### src/sbcsc_pkg.sv
/*
 * constants shared by the bus clock and status control block:
 * register indices, field positions, reset values, recovery counts.
 * assumes an 8-bit register map placed on a 32-bit bus, one word each.
 */
package sbcsc_pkg;

    // ------------------------------------------------------------
    // register indices (byte address is four times the index)
    // ------------------------------------------------------------
    localparam logic [15:0] IDX_BREAK_STATUS = 16'hFE00;
    localparam logic [15:0] IDX_RESET_CAUSE = 16'hFE01;
    localparam logic [15:0] IDX_BREAK_FLAG_CTRL = 16'hFE03;
    localparam logic [15:0] IDX_IRQ_LOW = 16'hFE04;
    localparam logic [15:0] IDX_IRQ_MID = 16'hFE05;
    localparam logic [15:0] IDX_IRQ_HIGH = 16'hFE06;
    localparam logic [15:0] IDX_RECOVERY_CFG = 16'hFE08;

    // ------------------------------------------------------------
    // field positions and reset values
    // ------------------------------------------------------------
    localparam int BREAK_WAIT_BIT = 1;
    localparam int BREAK_CLEAR_EN_BIT = 7;
    localparam int SHORT_RECOVERY_BIT = 0;
    localparam int CAUSE_POR_BIT = 7;
    localparam int CAUSE_PIN_BIT = 6;
    localparam int CAUSE_WDOG_BIT = 5;
    localparam int CAUSE_OPCODE_BIT = 4;
    localparam int CAUSE_FETCH_BIT = 3;
    localparam int CAUSE_MONITOR_BIT = 2;
    localparam int CAUSE_LOWV_BIT = 1;
    localparam logic [7:0] CAUSE_RESET_VALUE = 8'h80;
    localparam logic [7:0] REG_RESET_VALUE = 8'h00;
    localparam int IRQ_COUNT = 21;

    // ------------------------------------------------------------
    // recovery counts in internal oscillator cycles
    // ------------------------------------------------------------
    localparam int CNT_WIDTH = 13;
    localparam logic [12:0] POR_TIMEOUT_CYCLES = 13'h1000;
    localparam logic [12:0] STOP_LONG_CYCLES = 13'h1000;
    localparam logic [12:0] STOP_SHORT_CYCLES = 13'h0020;

    // ------------------------------------------------------------
    // clock state machine, gray coded along por-run-wait-stop-recover
    // ------------------------------------------------------------
    typedef enum logic [2:0] {
        S_POR = 3'h0,
        S_RUN = 3'h1,
        S_WAIT = 3'h3,
        S_STOP = 3'h2,
        S_RECOVER = 3'h6
    } sbcsc_state_type;

endpackage : sbcsc_pkg

### src/sbcsc_div_if.sv
/*
 * carrier between the top module and its edge/divide helper.
 * assumes lvl is already synchronised to the main clock.
 */
`timescale 1ns/10ps
`default_nettype none
interface sbcsc_div_if;
    logic lvl;
    logic rise;
    logic half;
    modport divider (input lvl, output rise, output half);
    modport user (output lvl, input rise, input half);
endinterface : sbcsc_div_if
`default_nettype wire

### src/sbcsc_div2.sv
/*
 * rising edge detector and divide-by-two toggle on one level.
 * assumes the level is synchronous to clk and changes slower than clk/2.
 */
`timescale 1ns/10ps
`default_nettype none
module sbcsc_div2 (
    input wire logic clk,
    input wire logic rst_n,
    sbcsc_div_if.divider d
);
    logic prev_q;
    logic half_q;
    wire logic rise_w;

    assign rise_w = d.lvl & ~prev_q;
    assign d.rise = rise_w;
    assign d.half = half_q;

    always_ff @(posedge clk or negedge rst_n) begin
        if (!rst_n) begin
            prev_q <= 1'b0;
            half_q <= 1'b0;
        end else begin
            prev_q <= d.lvl;
            half_q <= half_q ^ rise_w;
        end
    end
endmodule : sbcsc_div2
`default_nettype wire

### src/sbcsc_top.sv
/*
 * bus clock derivation, clock gating through power-on, stop and wait,
 * and the break, reset cause and pending interrupt status registers.
 * assumes an AHB-Lite master on MCLK and clock pins sampled here;
 * the derived clocks are slow square waves rebuilt on MCLK.
 */
`timescale 1ns/10ps
`default_nettype none
module sbcsc_top #(
    parameter logic [12:0] POR_CYCLES = sbcsc_pkg::POR_TIMEOUT_CYCLES,
    parameter logic [12:0] STOP_LONG = sbcsc_pkg::STOP_LONG_CYCLES,
    parameter logic [12:0] STOP_SHORT = sbcsc_pkg::STOP_SHORT_CYCLES
) (
    input wire logic MCLK,
    input wire logic RST_N,
    input wire logic HSEL,
    input wire logic [31:0] HADDR,
    input wire logic [1:0] HTRANS,
    input wire logic HWRITE,
    input wire logic [2:0] HSIZE,
    input wire logic [31:0] HWDATA,
    input wire logic HREADY,
    output logic [31:0] HRDATA,
    output logic HREADYOUT,
    output logic HRESP,
    input wire logic OSC_CLK_PIN,
    input wire logic PLL_CLK_PIN,
    input wire logic INT_OSC_CLK_PIN,
    input wire logic PLL_SELECT_PIN,
    input wire logic LOW_VOLT_PIN,
    input wire logic RESET_PIN_I,
    output logic RESET_PIN_O,
    output logic RESET_PIN_OE,
    input wire logic STOP_REQ,
    input wire logic WAIT_REQ,
    input wire logic WAKE_EVENT,
    input wire logic BREAK_ACTIVE,
    input wire logic WDOG_RESET,
    input wire logic BAD_OPCODE,
    input wire logic BAD_FETCH,
    input wire logic MONITOR_ENTRY,
    input wire logic [sbcsc_pkg::IRQ_COUNT-1:0] IRQ_PENDING,
    output logic CLOCK_GEN_OUT,
    output logic BUS_CLK,
    output logic CPU_CLK,
    output logic PERIPH_CLK,
    output logic INTERNAL_RESET,
    output logic FLAG_CLEAR_OK
);
    import sbcsc_pkg::*;

    // ------------------------------------------------------------
    // pin synchronisers
    // ------------------------------------------------------------
    // order: osc, pll, internal osc, pll select, low voltage, reset pin
    logic [5:0] pin_meta_q;
    logic [5:0] pin_sync_q;
    wire logic [5:0] pins_w;
    assign pins_w = {OSC_CLK_PIN, PLL_CLK_PIN, INT_OSC_CLK_PIN,
                     PLL_SELECT_PIN, LOW_VOLT_PIN, RESET_PIN_I};

    always_ff @(posedge MCLK or negedge RST_N) begin
        if (!RST_N) begin
            pin_meta_q <= 6'h01;
            pin_sync_q <= 6'h01;
        end else begin
            pin_meta_q <= pins_w;
            pin_sync_q <= pin_meta_q;
        end
    end

    wire logic pll_sel_w;
    wire logic low_volt_w;
    wire logic ext_reset_w;
    assign pll_sel_w = pin_sync_q[2];
    assign low_volt_w = pin_sync_q[1];
    assign ext_reset_w = ~pin_sync_q[0];

    // ------------------------------------------------------------
    // clock derivation
    // ------------------------------------------------------------
    sbcsc_div_if osc_if ();
    sbcsc_div_if pll_if ();
    sbcsc_div_if bus_if ();
    sbcsc_div_if iosc_if ();

    assign osc_if.lvl = pin_sync_q[5];
    assign pll_if.lvl = pin_sync_q[4];
    assign iosc_if.lvl = pin_sync_q[3];
    // generator output is the chosen source halved, so the bus is source / 4
    wire logic cgm_out_w;
    assign cgm_out_w = pll_sel_w ? pll_if.half : osc_if.half;
    assign bus_if.lvl = cgm_out_w;

    sbcsc_div2 u_osc_div (.clk(MCLK), .rst_n(RST_N), .d(osc_if));
    sbcsc_div2 u_pll_div (.clk(MCLK), .rst_n(RST_N), .d(pll_if));
    sbcsc_div2 u_bus_div (.clk(MCLK), .rst_n(RST_N), .d(bus_if));
    sbcsc_div2 u_iosc_edge (.clk(MCLK), .rst_n(RST_N), .d(iosc_if));

    wire logic iosc_tick_w;
    assign iosc_tick_w = iosc_if.rise;

    // ------------------------------------------------------------
    // clock state machine and recovery counter
    // ------------------------------------------------------------
    sbcsc_state_type state_q;
    sbcsc_state_type state_d;
    logic [12:0] cnt_q;
    logic [12:0] limit_q;
    logic low_volt_prev_q;
    logic short_recovery_q;

    wire logic low_volt_rise_w;
    wire logic count_done_w;
    assign low_volt_rise_w = low_volt_w & ~low_volt_prev_q;
    assign count_done_w = iosc_tick_w && (cnt_q == limit_q - 13'h0001);

    always_comb begin
        state_d = state_q;
        case (state_q)
            S_POR: begin
                if (count_done_w) begin
                    state_d = S_RUN;
                end
            end
            S_RUN: begin
                if (STOP_REQ) begin
                    state_d = S_STOP;
                end else if (WAIT_REQ) begin
                    state_d = S_WAIT;
                end
            end
            S_WAIT: begin
                if (WAKE_EVENT) begin
                    state_d = S_RUN;
                end
            end
            S_STOP: begin
                if (WAKE_EVENT) begin
                    state_d = S_RECOVER;
                end
            end
            S_RECOVER: begin
                if (count_done_w) begin
                    state_d = S_RUN;
                end
            end
            default: begin
                state_d = S_POR;
            end
        endcase
        if (low_volt_rise_w) begin
            state_d = S_POR;
        end
    end

    // the counter restarts whenever a timed phase begins
    wire logic cnt_clear_w;
    assign cnt_clear_w = (state_d != state_q) || (state_q != S_POR && state_q != S_RECOVER);

    always_ff @(posedge MCLK or negedge RST_N) begin
        if (!RST_N) begin
            state_q <= S_POR;
            cnt_q <= 13'h0000;
            limit_q <= POR_CYCLES;
            low_volt_prev_q <= 1'b0;
        end else begin
            state_q <= state_d;
            low_volt_prev_q <= low_volt_w;
            if (cnt_clear_w) begin
                cnt_q <= 13'h0000;
            end else if (iosc_tick_w) begin
                cnt_q <= cnt_q + 13'h0001;
            end
            if (state_d == S_POR && state_q != S_POR) begin
                limit_q <= POR_CYCLES;
            end else if (state_d == S_RECOVER && state_q != S_RECOVER) begin
                limit_q <= short_recovery_q ? STOP_SHORT : STOP_LONG;
            end
        end
    end

    // ------------------------------------------------------------
    // gated clock outputs and reset pin
    // ------------------------------------------------------------
    wire logic cpu_on_w;
    wire logic periph_on_w;
    assign cpu_on_w = (state_q == S_RUN);
    assign periph_on_w = (state_q == S_RUN) || (state_q == S_WAIT);

    logic cgm_out_q;
    logic bus_clk_q;
    logic cpu_clk_q;
    logic periph_clk_q;
    logic reset_oe_q;
    logic int_reset_q;

    // a reset event other than power loss holds the internal reset while the event lasts
    wire logic reset_event_w;
    assign reset_event_w = ext_reset_w | WDOG_RESET | BAD_OPCODE | BAD_FETCH | MONITOR_ENTRY;

    always_ff @(posedge MCLK or negedge RST_N) begin
        if (!RST_N) begin
            cgm_out_q <= 1'b0;
            bus_clk_q <= 1'b0;
            cpu_clk_q <= 1'b0;
            periph_clk_q <= 1'b0;
            reset_oe_q <= 1'b1;
            int_reset_q <= 1'b1;
        end else begin
            cgm_out_q <= cgm_out_w;
            bus_clk_q <= bus_if.half;
            // inactive phase is low while gated
            cpu_clk_q <= bus_if.half & cpu_on_w;
            periph_clk_q <= bus_if.half & periph_on_w;
            reset_oe_q <= (state_d == S_POR);
            int_reset_q <= (state_d == S_POR) | reset_event_w;
        end
    end

    assign CLOCK_GEN_OUT = cgm_out_q;
    assign BUS_CLK = bus_clk_q;
    assign CPU_CLK = cpu_clk_q;
    assign PERIPH_CLK = periph_clk_q;
    assign RESET_PIN_OE = reset_oe_q;
    assign RESET_PIN_O = 1'b0;
    assign INTERNAL_RESET = int_reset_q;

    // ------------------------------------------------------------
    // AHB-Lite slave, zero wait states
    // ------------------------------------------------------------
    logic wr_pend_q;
    logic [17:0] wr_addr_q;
    logic [31:0] rdata_q;
    logic ready_q;

    wire logic access_w;
    assign access_w = HSEL & HTRANS[1] & HREADY;

    function automatic logic hit(input logic [17:0] a, input logic [15:0] idx);
        hit = (a == {idx, 2'b00});
    endfunction : hit

    // ------------------------------------------------------------
    // registers
    // ------------------------------------------------------------
    logic break_wait_q;
    logic clear_en_q;
    logic [7:0] cause_q;
    logic [IRQ_COUNT-1:0] irq_q;

    wire logic wr_break_w;
    wire logic wr_ctrl_w;
    wire logic wr_recov_w;
    assign wr_break_w = wr_pend_q & hit(wr_addr_q, IDX_BREAK_STATUS);
    assign wr_ctrl_w = wr_pend_q & hit(wr_addr_q, IDX_BREAK_FLAG_CTRL);
    assign wr_recov_w = wr_pend_q & hit(wr_addr_q, IDX_RECOVERY_CFG);

    wire logic break_wait_set_w;
    wire logic break_wait_clr_w;
    assign break_wait_set_w = BREAK_ACTIVE & (state_q == S_WAIT);
    assign break_wait_clr_w = wr_break_w & ~HWDATA[BREAK_WAIT_BIT];

    wire logic [7:0] cause_event_w;
    assign cause_event_w = {1'b0, ext_reset_w, WDOG_RESET, BAD_OPCODE,
                            BAD_FETCH, MONITOR_ENTRY, low_volt_rise_w, 1'b0};

    wire logic [7:0] irq_low_w;
    wire logic [7:0] irq_mid_w;
    wire logic [7:0] irq_high_w;
    assign irq_low_w = {irq_q[5:0], 2'b00};
    assign irq_mid_w = irq_q[13:6];
    assign irq_high_w = {1'b0, irq_q[20:14]};

    wire logic [17:0] ra_w;
    wire logic [7:0] rd_byte_w;
    assign ra_w = HADDR[17:0];
    assign rd_byte_w =
        hit(ra_w, IDX_BREAK_STATUS) ? {6'h00, break_wait_q, 1'b0} :
        hit(ra_w, IDX_RESET_CAUSE) ? cause_q :
        hit(ra_w, IDX_BREAK_FLAG_CTRL) ? {clear_en_q, 7'h00} :
        hit(ra_w, IDX_IRQ_LOW) ? irq_low_w :
        hit(ra_w, IDX_IRQ_MID) ? irq_mid_w :
        hit(ra_w, IDX_IRQ_HIGH) ? irq_high_w :
        hit(ra_w, IDX_RECOVERY_CFG) ? {7'h00, short_recovery_q} : 8'h00;

    always_ff @(posedge MCLK or negedge RST_N) begin
        if (!RST_N) begin
            wr_pend_q <= 1'b0;
            wr_addr_q <= 18'h00000;
            rdata_q <= 32'h00000000;
            ready_q <= 1'b0;
        end else begin
            ready_q <= 1'b1;
            wr_pend_q <= access_w & HWRITE;
            if (access_w) begin
                wr_addr_q <= ra_w;
            end
            if (access_w & ~HWRITE) begin
                rdata_q <= {24'h000000, rd_byte_w};
            end
        end
    end

    // software registers clear on the internal reset too
    always_ff @(posedge MCLK or negedge RST_N) begin
        if (!RST_N) begin
            break_wait_q <= 1'b0;
            clear_en_q <= 1'b0;
            short_recovery_q <= 1'b0;
            irq_q <= '0;
        end else if (int_reset_q) begin
            break_wait_q <= 1'b0;
            clear_en_q <= 1'b0;
            short_recovery_q <= 1'b0;
            irq_q <= '0;
        end else begin
            irq_q <= IRQ_PENDING;
            if (break_wait_set_w) begin
                break_wait_q <= 1'b1;
            end else if (break_wait_clr_w) begin
                break_wait_q <= 1'b0;
            end
            if (wr_ctrl_w) begin
                clear_en_q <= HWDATA[BREAK_CLEAR_EN_BIT];
            end
            if (wr_recov_w) begin
                short_recovery_q <= HWDATA[SHORT_RECOVERY_BIT];
            end
        end
    end

    // cause keeps the sources seen in the newest event cycle only; only the power-on reset sets the por flag
    always_ff @(posedge MCLK or negedge RST_N) begin
        if (!RST_N) begin
            cause_q <= CAUSE_RESET_VALUE;
        end else if (cause_event_w != 8'h00) begin
            cause_q <= cause_event_w;
        end
    end

    // flags elsewhere may clear only outside break, or when enabled
    logic clear_ok_q;
    always_ff @(posedge MCLK or negedge RST_N) begin
        if (!RST_N) begin
            clear_ok_q <= 1'b1;
        end else begin
            clear_ok_q <= ~BREAK_ACTIVE | clear_en_q;
        end
    end

    assign FLAG_CLEAR_OK = clear_ok_q;
    assign HRDATA = rdata_q;
    assign HREADYOUT = ready_q;
    assign HRESP = 1'b0;

    // ------------------------------------------------------------
    // checks
    // ------------------------------------------------------------
    chk_por_pin_low: assert property (@(posedge MCLK) disable iff (!RST_N)
        (state_q == S_POR) |-> RESET_PIN_OE)
        else $error("reset pin released during start-up");
    chk_por_end_run: assert property (@(posedge MCLK) disable iff (!RST_N)
        (state_q == S_POR && count_done_w && !low_volt_rise_w) |=> (state_q == S_RUN))
        else $error("clocks not started after timeout");
    chk_gated_cpu_off: assert property (@(posedge MCLK) disable iff (!RST_N)
        (state_q != S_RUN) |=> !CPU_CLK)
        else $error("cpu clock running while gated");
    chk_wait_periph_on: assert property (@(posedge MCLK) disable iff (!RST_N)
        (state_q == S_WAIT && bus_if.half) |=> (PERIPH_CLK && !CPU_CLK))
        else $error("wait mode clock gating wrong");
    chk_bus_half_rate: assert property (@(posedge MCLK) disable iff (!RST_N)
        $rose(cgm_out_w) |=> (bus_if.half != $past(bus_if.half)))
        else $error("bus clock did not toggle on generator edge");
    chk_recover_limit: assert property (@(posedge MCLK) disable iff (!RST_N)
        (state_q == S_RECOVER) |-> ((limit_q == STOP_SHORT || limit_q == STOP_LONG)
            && cnt_q < limit_q))
        else $error("stop recovery count out of range");
    chk_recover_hold: assert property (@(posedge MCLK) disable iff (!RST_N)
        (state_q == S_RECOVER && !count_done_w) |=> (state_q != S_RUN))
        else $error("clocks resumed before stop delay");
    chk_break_set_wins: assert property (@(posedge MCLK) disable iff (!RST_N)
        (break_wait_set_w && !int_reset_q) |=> break_wait_q)
        else $error("break-wait flag not set");
    chk_break_clear: assert property (@(posedge MCLK) disable iff (!RST_N)
        (break_wait_clr_w && !break_wait_set_w) |=> !break_wait_q)
        else $error("break-wait flag not cleared by zero write");
    chk_clear_gate: assert property (@(posedge MCLK) disable iff (!RST_N)
        (BREAK_ACTIVE && !clear_en_q) |=> !FLAG_CLEAR_OK)
        else $error("flag clearing allowed during break");
    chk_irq_high_bit7: assert property (@(posedge MCLK) disable iff (!RST_N)
        (access_w && !HWRITE && hit(ra_w, IDX_IRQ_HIGH)) |=> (HRDATA[7] == 1'b0))
        else $error("unused pending bit reads one");

endmodule : sbcsc_top
`default_nettype wire

### config.mk
export PLATFORM = sky130hd
export DESIGN_NAME = sbcsc_top
export DESIGN_NICKNAME = d
export VERILOG_FILES = /design/src/sbcsc_pkg.sv /design/src/sbcsc_div_if.sv /design/src/sbcsc_div2.sv /design/src/sbcsc_top.sv
export SDC_FILE = /design/constraint.sdc
export NUM_CORES = 1
export LEC_CHECK = 0
export BUFFER_PORTS_ARGS = -buffer_cell sky130_fd_sc_hd__buf_2
export CAP_MARGIN = 0
export CORE_MARGIN = 1.5
export CORE_UTILIZATION = 33
export DETAILED_ROUTE_END_ITERATION = 8
export HOLD_SLACK_MARGIN = 0.03
export PLACE_DENSITY = 0.6
export SKIP_CTS_REPAIR_TIMING = 1
export SYNTH_ARGS = -nofsm -noshare
export SYNTH_HDL_FRONTEND = slang
export SYNTH_SLANG_ARGS = --single-unit
### constraint.sdc
create_clock -name MCLK -period 2.2 [get_ports MCLK]
set_clock_uncertainty 0.15 [all_clocks]
set_input_delay 0.22 -clock MCLK [delete_from_list [all_inputs] [get_ports MCLK]]
set_output_delay 0.22 -clock MCLK [all_outputs]
set_load 0.02 [all_outputs]
==> impl_summary.txt, run 1 <==
----------------------------------------------------
[Global routing]
  First-pass GRT wire length ... 14.8 mm
  Largest net degree at the start of global routing ... 50
  Vias in the first global route ... 3049
  Global-route congestion overflow total ... 0
  Initial antenna violation count ... 0
  All-Layer GR Usage ... 13.3%

[Routing]
  Per-cell routed wire length ... 13.1 µm
  First DRT Iteration DRCs ... 97
  Routed wire length ... 9.24 mm
  Number of iterations in the first detailed-routing pass ... 4
  DRC ... 0
  Via count of the routed design ... 3182
  Vias per cell ... 4.49
  Number of nets with antenna violations after routing ... 0

[Floorplanning]
  Standard cell core area ... 13200 µm²
  Boundary Pins ... 151
  Starting density of the core ... 33.6%
  Die footprint ... 14100 µm²
  Row Count ... 42
  Die extent in y ... 119 µm
  Die width ... 119 µm

[Layout]
  Layout Cells excl Fill ... 708
  Area of the multi-input gates ... 1660 µm²
  Filler cell count ... 1268
  Total Nets Final ... 637
  Final non-filler cell area ... 5840 µm²
  Footprint of the flip-flops and latches ... 2590 µm²
  Most frequent cells in the layout ... dfrtp_1, buf_2, dlygate4sd3_1
  Most frequent standard cell in the layout excluding fill and tap cells ... dfrtp_1
  Area growth from synthesis to layout ... 31.6%
  Utilization after layout ... 44.3%
  Number of antenna diodes ... 0
  Fraction of final layout cells with drive strength greater than 1 ... 26.9%

[STA]
  Final critical path time including I/O delays and setup ... 2.07 ns
  Top achievable clock speed ... 0.483 GHz
  Number of hold-slack violations in the final timing report ... 0
  Worst-case hold slack ... 0.0876 ns
  Max-slew violation count ... 0
  Final worst path period share ... 94.1%
  RSZ-0062 raised after global routing ... no
  Final setup fails ... 0

[Pwr]
  Share of power burned in combinational logic ... 12.4%
  Worst vdd ir ... 0.000280 V
  Sw Ratio ... 23.7%
  Power per unit of standard cell area ... 757 nW/µm²
  Switching power summed over all nets ... 1.05 mW
  Cell internal power dissipation ... 3.37 mW
  Total power ... 4.42 mW
  Part of the total power dissipated in sequential elements ... 49.6%
  Clock network power share ... 38.0%
  Leak ... 2.69 nW

[Placed design]
  Quantity of I/O buffers inserted on ports ... 77
  Post-DP HPWL ... 6.73 mm
  Gp weighted congestion ... 0.803
  DP Cell Count ... 643
  Post-Place Cell Area ... 5030 µm²

[Setup path]
  Data arrival time of the critical path ... 2.15 ns
  Launching instance or port of the critical path ... cnt_q[7]
  Crit Reg-Reg Endpoint ... cnt_q[2]
  End point of the critical path ... cnt_q[2]
  Startpoint of the lowest-slack register-to-register path ... cnt_q[7]
  Worst-path fanout max ... 13
  Number of cells on the worst reg-to-reg path ... 6
  Crit. End Element ... register
  Startpoint types ... register
  Reg-to-reg setup timing slack ... 0.13 ns
  Setup CP Type ... register to register
  Data required time at the worst endpoint ... 2.28 ns

[Synth]
  Fraction of registers with async set or reset after synthesis ... 100%
  Register bit total from synthesis ... 103
  Post-synth EDFFs ... 0
  Syn Std Cell Area ... 4440 µm²
  Syn. warnings ... 0
  Synthesized area per cell ... 11.4 µm²
  Dominant register cell in the synthesized netlist ... dfrtp_1
  Number of different library cells in the post-synthesis netlist ... 48
  Share of synthesized area occupied by flip-flops and latches ... 58.3%
  Gate Count Post-Synth ... 389

[Clock network]
  Total CTS buffers ... 9
  Clk sinks ... 103
  Clock tree buffer depth ... 2
  Register clock-pin slew on the reported worst setup and hold paths ... 0.07 ns
  CTS tree ... built
  Clock root buffer ... clkbuf_16
  Clock latency on the worst-skew pair ... 0.34 ns
  Total number of H-tree levels ... 3

[Flow run]
  Maximum capacitance violations ... 0

[Hold path]
  Path category of the worst min-delay check ... input port to register
  Source of the worst hold timing path ... HWDATA[1]

[Run status]
  Status ... completed

----------------------------------------------------
[routing by layer]
| layer | global-route usage [%] | vias to the layer above | wire length, µm |
|---|---|---|---|
| li1 | - | 1556 | - |
| met1 | 18.3 | 1532 | 4500 |
| met3 | 2.49 | 12 | 253 |
| met5 | 0 | - | 0 |
| met2 | 20.7 | 82 | 4330 |
| met4 | 5.27 | 0 | 154 |
[critical path: stages (launching register included)]
cell     delay, ns
dfrtp_1       0.42
or4b_2        0.63
mux2i_2       0.19
nand3_1       0.17
o21ai_2       0.20
buf_12        0.15
nor2_1        0.05
[per-stage QoR]
step | setup TNS (ns) | worst slack (ns)
floorplan | 0 | 0.120
finish | 0 | 0.130
global placement | -0.306 | -0.0736
CTS | 0 | 0.120
global route | 0 | 0.0154
detailed placement | -0.518 | -0.112
[power groups by stage]
stage               Sequential, mW  Clock [mW]  Combinational, mW
global placement              2.22           0              0.465
finish                        2.19        1.68              0.546
CTS                           2.20        1.73              0.488
detailed placement            2.23           0              0.486
global route                  2.22        1.81              0.608
floorplan                     2.22           0              0.314
[registers in the layout, summed over array words and instances (netlist names), 2 cells and up]
name and cells:
irq_q 21, wr_addr_q 18, cnt_q 13, HRDATA 8
cause_q 7, pin_meta_q 6, pin_sync_q 6, state_q 3
limit_q 2
[logic make-up after synthesis]
logic type / after synthesis / synth area share [%]
adder cells (fa/ha/maj): 1 / 0.282
flip-flops: 103 / 58.3
other: 2 / 0.169
XOR/XNOR: 16 / 3.16
AND/OR/NAND/NOR: 139 / 17.7
buffers and inverters: 50 / 6.51
multiplexers: 23 / 5.72
AO/OA/AOI/OAI: 55 / 8.15
[Yosys cell counts (all sizes together), types with 2 or more instances]
cell / number / area, µm²
a211oi: 5 / 37.5
a21o: 4 / 30.0
a21oi: 14 / 70.1
a221o: 5 / 50.1
a22oi: 2 / 15.0
a31oi: 4 / 25.0
and2: 3 / 18.8
and3: 3 / 18.8
buf: 29 / 210
clkbuf: 10 / 37.5
conb: 2 / 7.51
dfrtp: 96 / 2400
dfstp: 7 / 184
inv: 11 / 41.3
mux2: 19 / 214
mux2i: 4 / 40.0
nand2: 20 / 75.1
nand2b: 8 / 50.1
nand3: 12 / 60.1
nand4: 7 / 43.8
nand4b: 2 / 17.5
nor2: 32 / 120
nor2b: 28 / 175
nor3: 5 / 25.0
nor4: 7 / 65.1
o21ai: 13 / 68.8
o2bb2ai: 2 / 17.5
or2: 3 / 18.8
or4: 3 / 22.5
or4b: 2 / 23.8
xnor2: 11 / 96.3
xor2: 5 / 43.8
[layout make-up]
cell class	count	area share, %
Sequential cell	103	44.3
Multi-Input combinational cell	261	28.4
Timing Repair Buffer	141	17.4
Clock buffer	12	4.22
Tap cell	176	3.77
Clock inverter	4	1.20
Inverter	11	0.707
[how the worst min path moves through the flow]
| stage | to | slack (ns) | cells past startpoint |
|---|---|---|---|
| 2_1_floorplan | BUS_CLK | -0.23 | 0 |
| 3_5_place_dp | cnt_q[9] | 0.04 | 1 |
| 6_report | break_wait_q | 0.09 | 5 |
| 3_3_place_gp | cnt_q[8] | 0.04 | 1 |
| 5_1_grt | wr_addr_q[10] | 0.1 | 3 |
| 4_1_cts | cnt_q[9] | -0.33 | 1 |
(Power assumes the default switching activity.)
==> inputs of run 2 (changes only) <==
==> constraint.sdc (replaced) <==
create_clock -name MCLK -period 2.2 [get_ports MCLK]
set_clock_uncertainty 0.15 [all_clocks]
set_input_delay 0.22 -clock MCLK [delete_from_list [all_inputs] [get_ports MCLK]]
set_output_delay 0.22 -clock MCLK [all_outputs]
set_load 0.005 [all_outputs]
==> run 2 against run 1 <==
  * Worst setup slack better by 0.013 ns
  * Final cell count is 0.14% lower
  * Count of clock-buffer cells in the layout is 2 lower
  * Clock power is 14% higher
  * Wire length is 0.42% lower
  * Via count is 0.50% higher
  * First-iteration DRC count is 15% higher
  * Maximum frequency is 0.61% higher
  * Largest cell class unchanged
  * Highest routed layer unchanged
==> impl_summary.txt, run 2 (synthesis gave the netlist of run 1 again) <==
----------------------------------------------------
[Routing]
  Vias per cell ... 4.52 (+0.64%)
  Number of nets with antenna violations after routing ... 0 (unchanged)
  Routed wire length ... 9.20 mm (-0.42%)
  Via count of the routed design ... 3198 (+0.50%)
  Per-cell routed wire length ... 13.0 µm (-0.28%)
  DRC ... 0 (unchanged)
  First DRT Iteration DRCs ... 112 (+15%)
  Number of iterations in the first detailed-routing pass ... 4 (unchanged)

[STA]
  Number of hold-slack violations in the final timing report ... 0 (unchanged)
  RSZ-0062 raised after global routing ... no
  Top achievable clock speed ... 0.486 GHz (+0.61%)
  Final worst path period share ... 93.5% (-0.57 points)
  Final setup fails ... 0 (unchanged)
  Setup TNS ... 0 ns (unchanged)
  Max-slew violation count ... 0 (unchanged)
  Worst rel slew slack ... 65.8%
  Worst-case hold slack ... 0.00423 ns (-0.0834 ns)
  Final critical path time including I/O delays and setup ... 2.06 ns (-0.0125 ns)
  Tightest Pin Transition ... 0.509 ns

[Floorplanning]
  Row Count ... 42 (unchanged)
  Standard cell core area ... 13200 µm² (unchanged)
  Die footprint ... 14100 µm² (unchanged)
  Die width ... 119 µm (unchanged)
  Boundary Pins ... 151 (unchanged)
  Starting density of the core ... 33.6% (unchanged)
  Die extent in y ... 119 µm (unchanged)

[Global routing]
  Largest net degree at the start of global routing ... 45 (-10%)
  First-pass GRT wire length ... 15.0 mm (+1.3%)
  Initial antenna violation count ... 0 (unchanged)
  All-Layer GR Usage ... 13.4% (+0.18 points)
  Vias in the first global route ... 3104 (+1.8%)
  Global-route congestion overflow total ... 0 (unchanged)

[Pwr]
  Leak ... 2.70 nW (+0.49%)
  Power per unit of standard cell area ... 782 nW/µm² (+3.3%)
  Total power ... 4.59 mW (+3.9%)
  Worst vdd ir ... 0.000396 V (+41%)

[Layout]
  Most frequent cells in the layout ... dfrtp_1, buf_2, dlygate4sd3_1
  Final non-filler cell area ... 5880 µm² (+0.64%)
  Number of antenna diodes ... 0 (unchanged)
  Area growth from synthesis to layout ... 32.5%
  Most flop-heavy register ... irq_q
  Filler cell count ... 1242 (-2.1%)
  Fraction of final layout cells with drive strength greater than 1 ... 27.5% (+0.62 points)
  Largest registers ranked by flip-flop count ... irq_q x21, wr_addr_q x18, cnt_q x13
  Utilization after layout ... 44.6% (+0.28 points)
  Flip-flop count of the largest register, all copies and words added ... 21 (unchanged)
  Total Nets Final ... 636 (-0.16%)
  Most frequent standard cell in the layout excluding fill and tap cells ... dfrtp_1

[Clock network]
  Register clock-pin slew on the reported worst setup and hold paths ... 0.07 ns (about the same)
  Total CTS buffers ... 9 (unchanged)
  CTS tree ... built
  Total number of H-tree levels ... 3 (unchanged)
  Clock root buffer ... clkbuf_16
  Clock tree buffer depth ... 2 (unchanged)
  Clk sinks ... 103 (unchanged)
  Clock latency on the worst-skew pair ... 0.34 ns (about the same)

[Placed design]
  Post-DP HPWL ... 6.52 mm (-3.0%)
  Quantity of I/O buffers inserted on ports ... 77 (unchanged)
  Post-Place Cell Area ... 5040 µm² (+0.15%)
  Gp weighted congestion ... 0.783 (-2.5%)

[Flow run]
  Maximum capacitance violations ... 0 (unchanged)

[Setup path]
  Data arrival time of the critical path ... 2.14 ns (about the same)
  Crit. End Element ... register
  Setup CP Type ... register to register
  Worst-path fanout max ... 13 (unchanged)
  Startpoint types ... register
  Data required time at the worst endpoint ... 2.28 ns (about the same)

[Hold path]
  Path category of the worst min-delay check ... input port to register

[Run status]
  Status ... completed

----------------------------------------------------
run 2: changes by cell type in the layout (fill, tap and decap cells not counted), sizes merged:
cell         before  now
clkinvlp          0    1
bufinv            2    4
clkinv            2    1
dlygate4sd3      49   47
clkbuf           12   10
buf              92   93
run 2: metrics by stage:
stage	setup slack, ns	std cells
floorplan	0.120	414
global placement	-0.0760	644
detailed placement	-0.0820	644
CTS	0.120	660
global route	0.0116	707
finish	0.142	707
run 2: power by group:
| part | switching, mW | leakage (nW) | internal (mW) | total [mW] |
|---|---|---|---|---|
| Clock | 0.686 | 0.173 | 1.23 | 1.91 |
| Sequential | 0.119 | 1.31 | 2.07 | 2.19 |
| Combinational | 0.216 | 1.22 | 0.273 | 0.490 |
run 2: final timing paths:
check	to	slack (ns)	cells after the start	start
max in group asynchronous	RESET_PIN_OE	1.14	3	RST_N
hold reg to reg	pin_sync_q[2]	0.20	0	pin_meta_q[2]
min in group asynchronous	cnt_q[6]	0.14	2	RST_N
hold / removal	short_recovery_q	0.004	3	HWDATA[0]
setup / recovery	cnt_q[3]	0.14	6	cnt_q[6]
setup reg to reg	cnt_q[3]	0.14	6	cnt_q[6]
run 2: area by class of cell:
cell class                 count  area, µm²  share of cell area, %
clock inverter                 6        133                   2.26
clock buffer                  10        229                   3.90
inverter                      11       41.3                  0.703
multi-input combinational    261       1660                   28.3
tap                          176        220                   3.75
timing repair buffer         140       1000                   17.1
sequential                   103       2590                   44.0
run 2: worst max-delay path, cell delays in order, from the launching register on:
cell and delay (ns):
dfrtp_1 0.38, or4b_2 0.68, mux2i_2 0.21, nand3_2 0.14
o21ai_2 0.18, buf_12 0.15, nor2_1 0.05
run 2: metal layers:
| metal | share of wire, % | GRT usage, % |
|---|---|---|
| met1 | 49 | 18.4 |
| met4 | 1.8 | 5.57 |
| met3 | 3.2 | 2.49 |
| met2 | 46 | 21.0 |
| met5 | 0 | 0 |
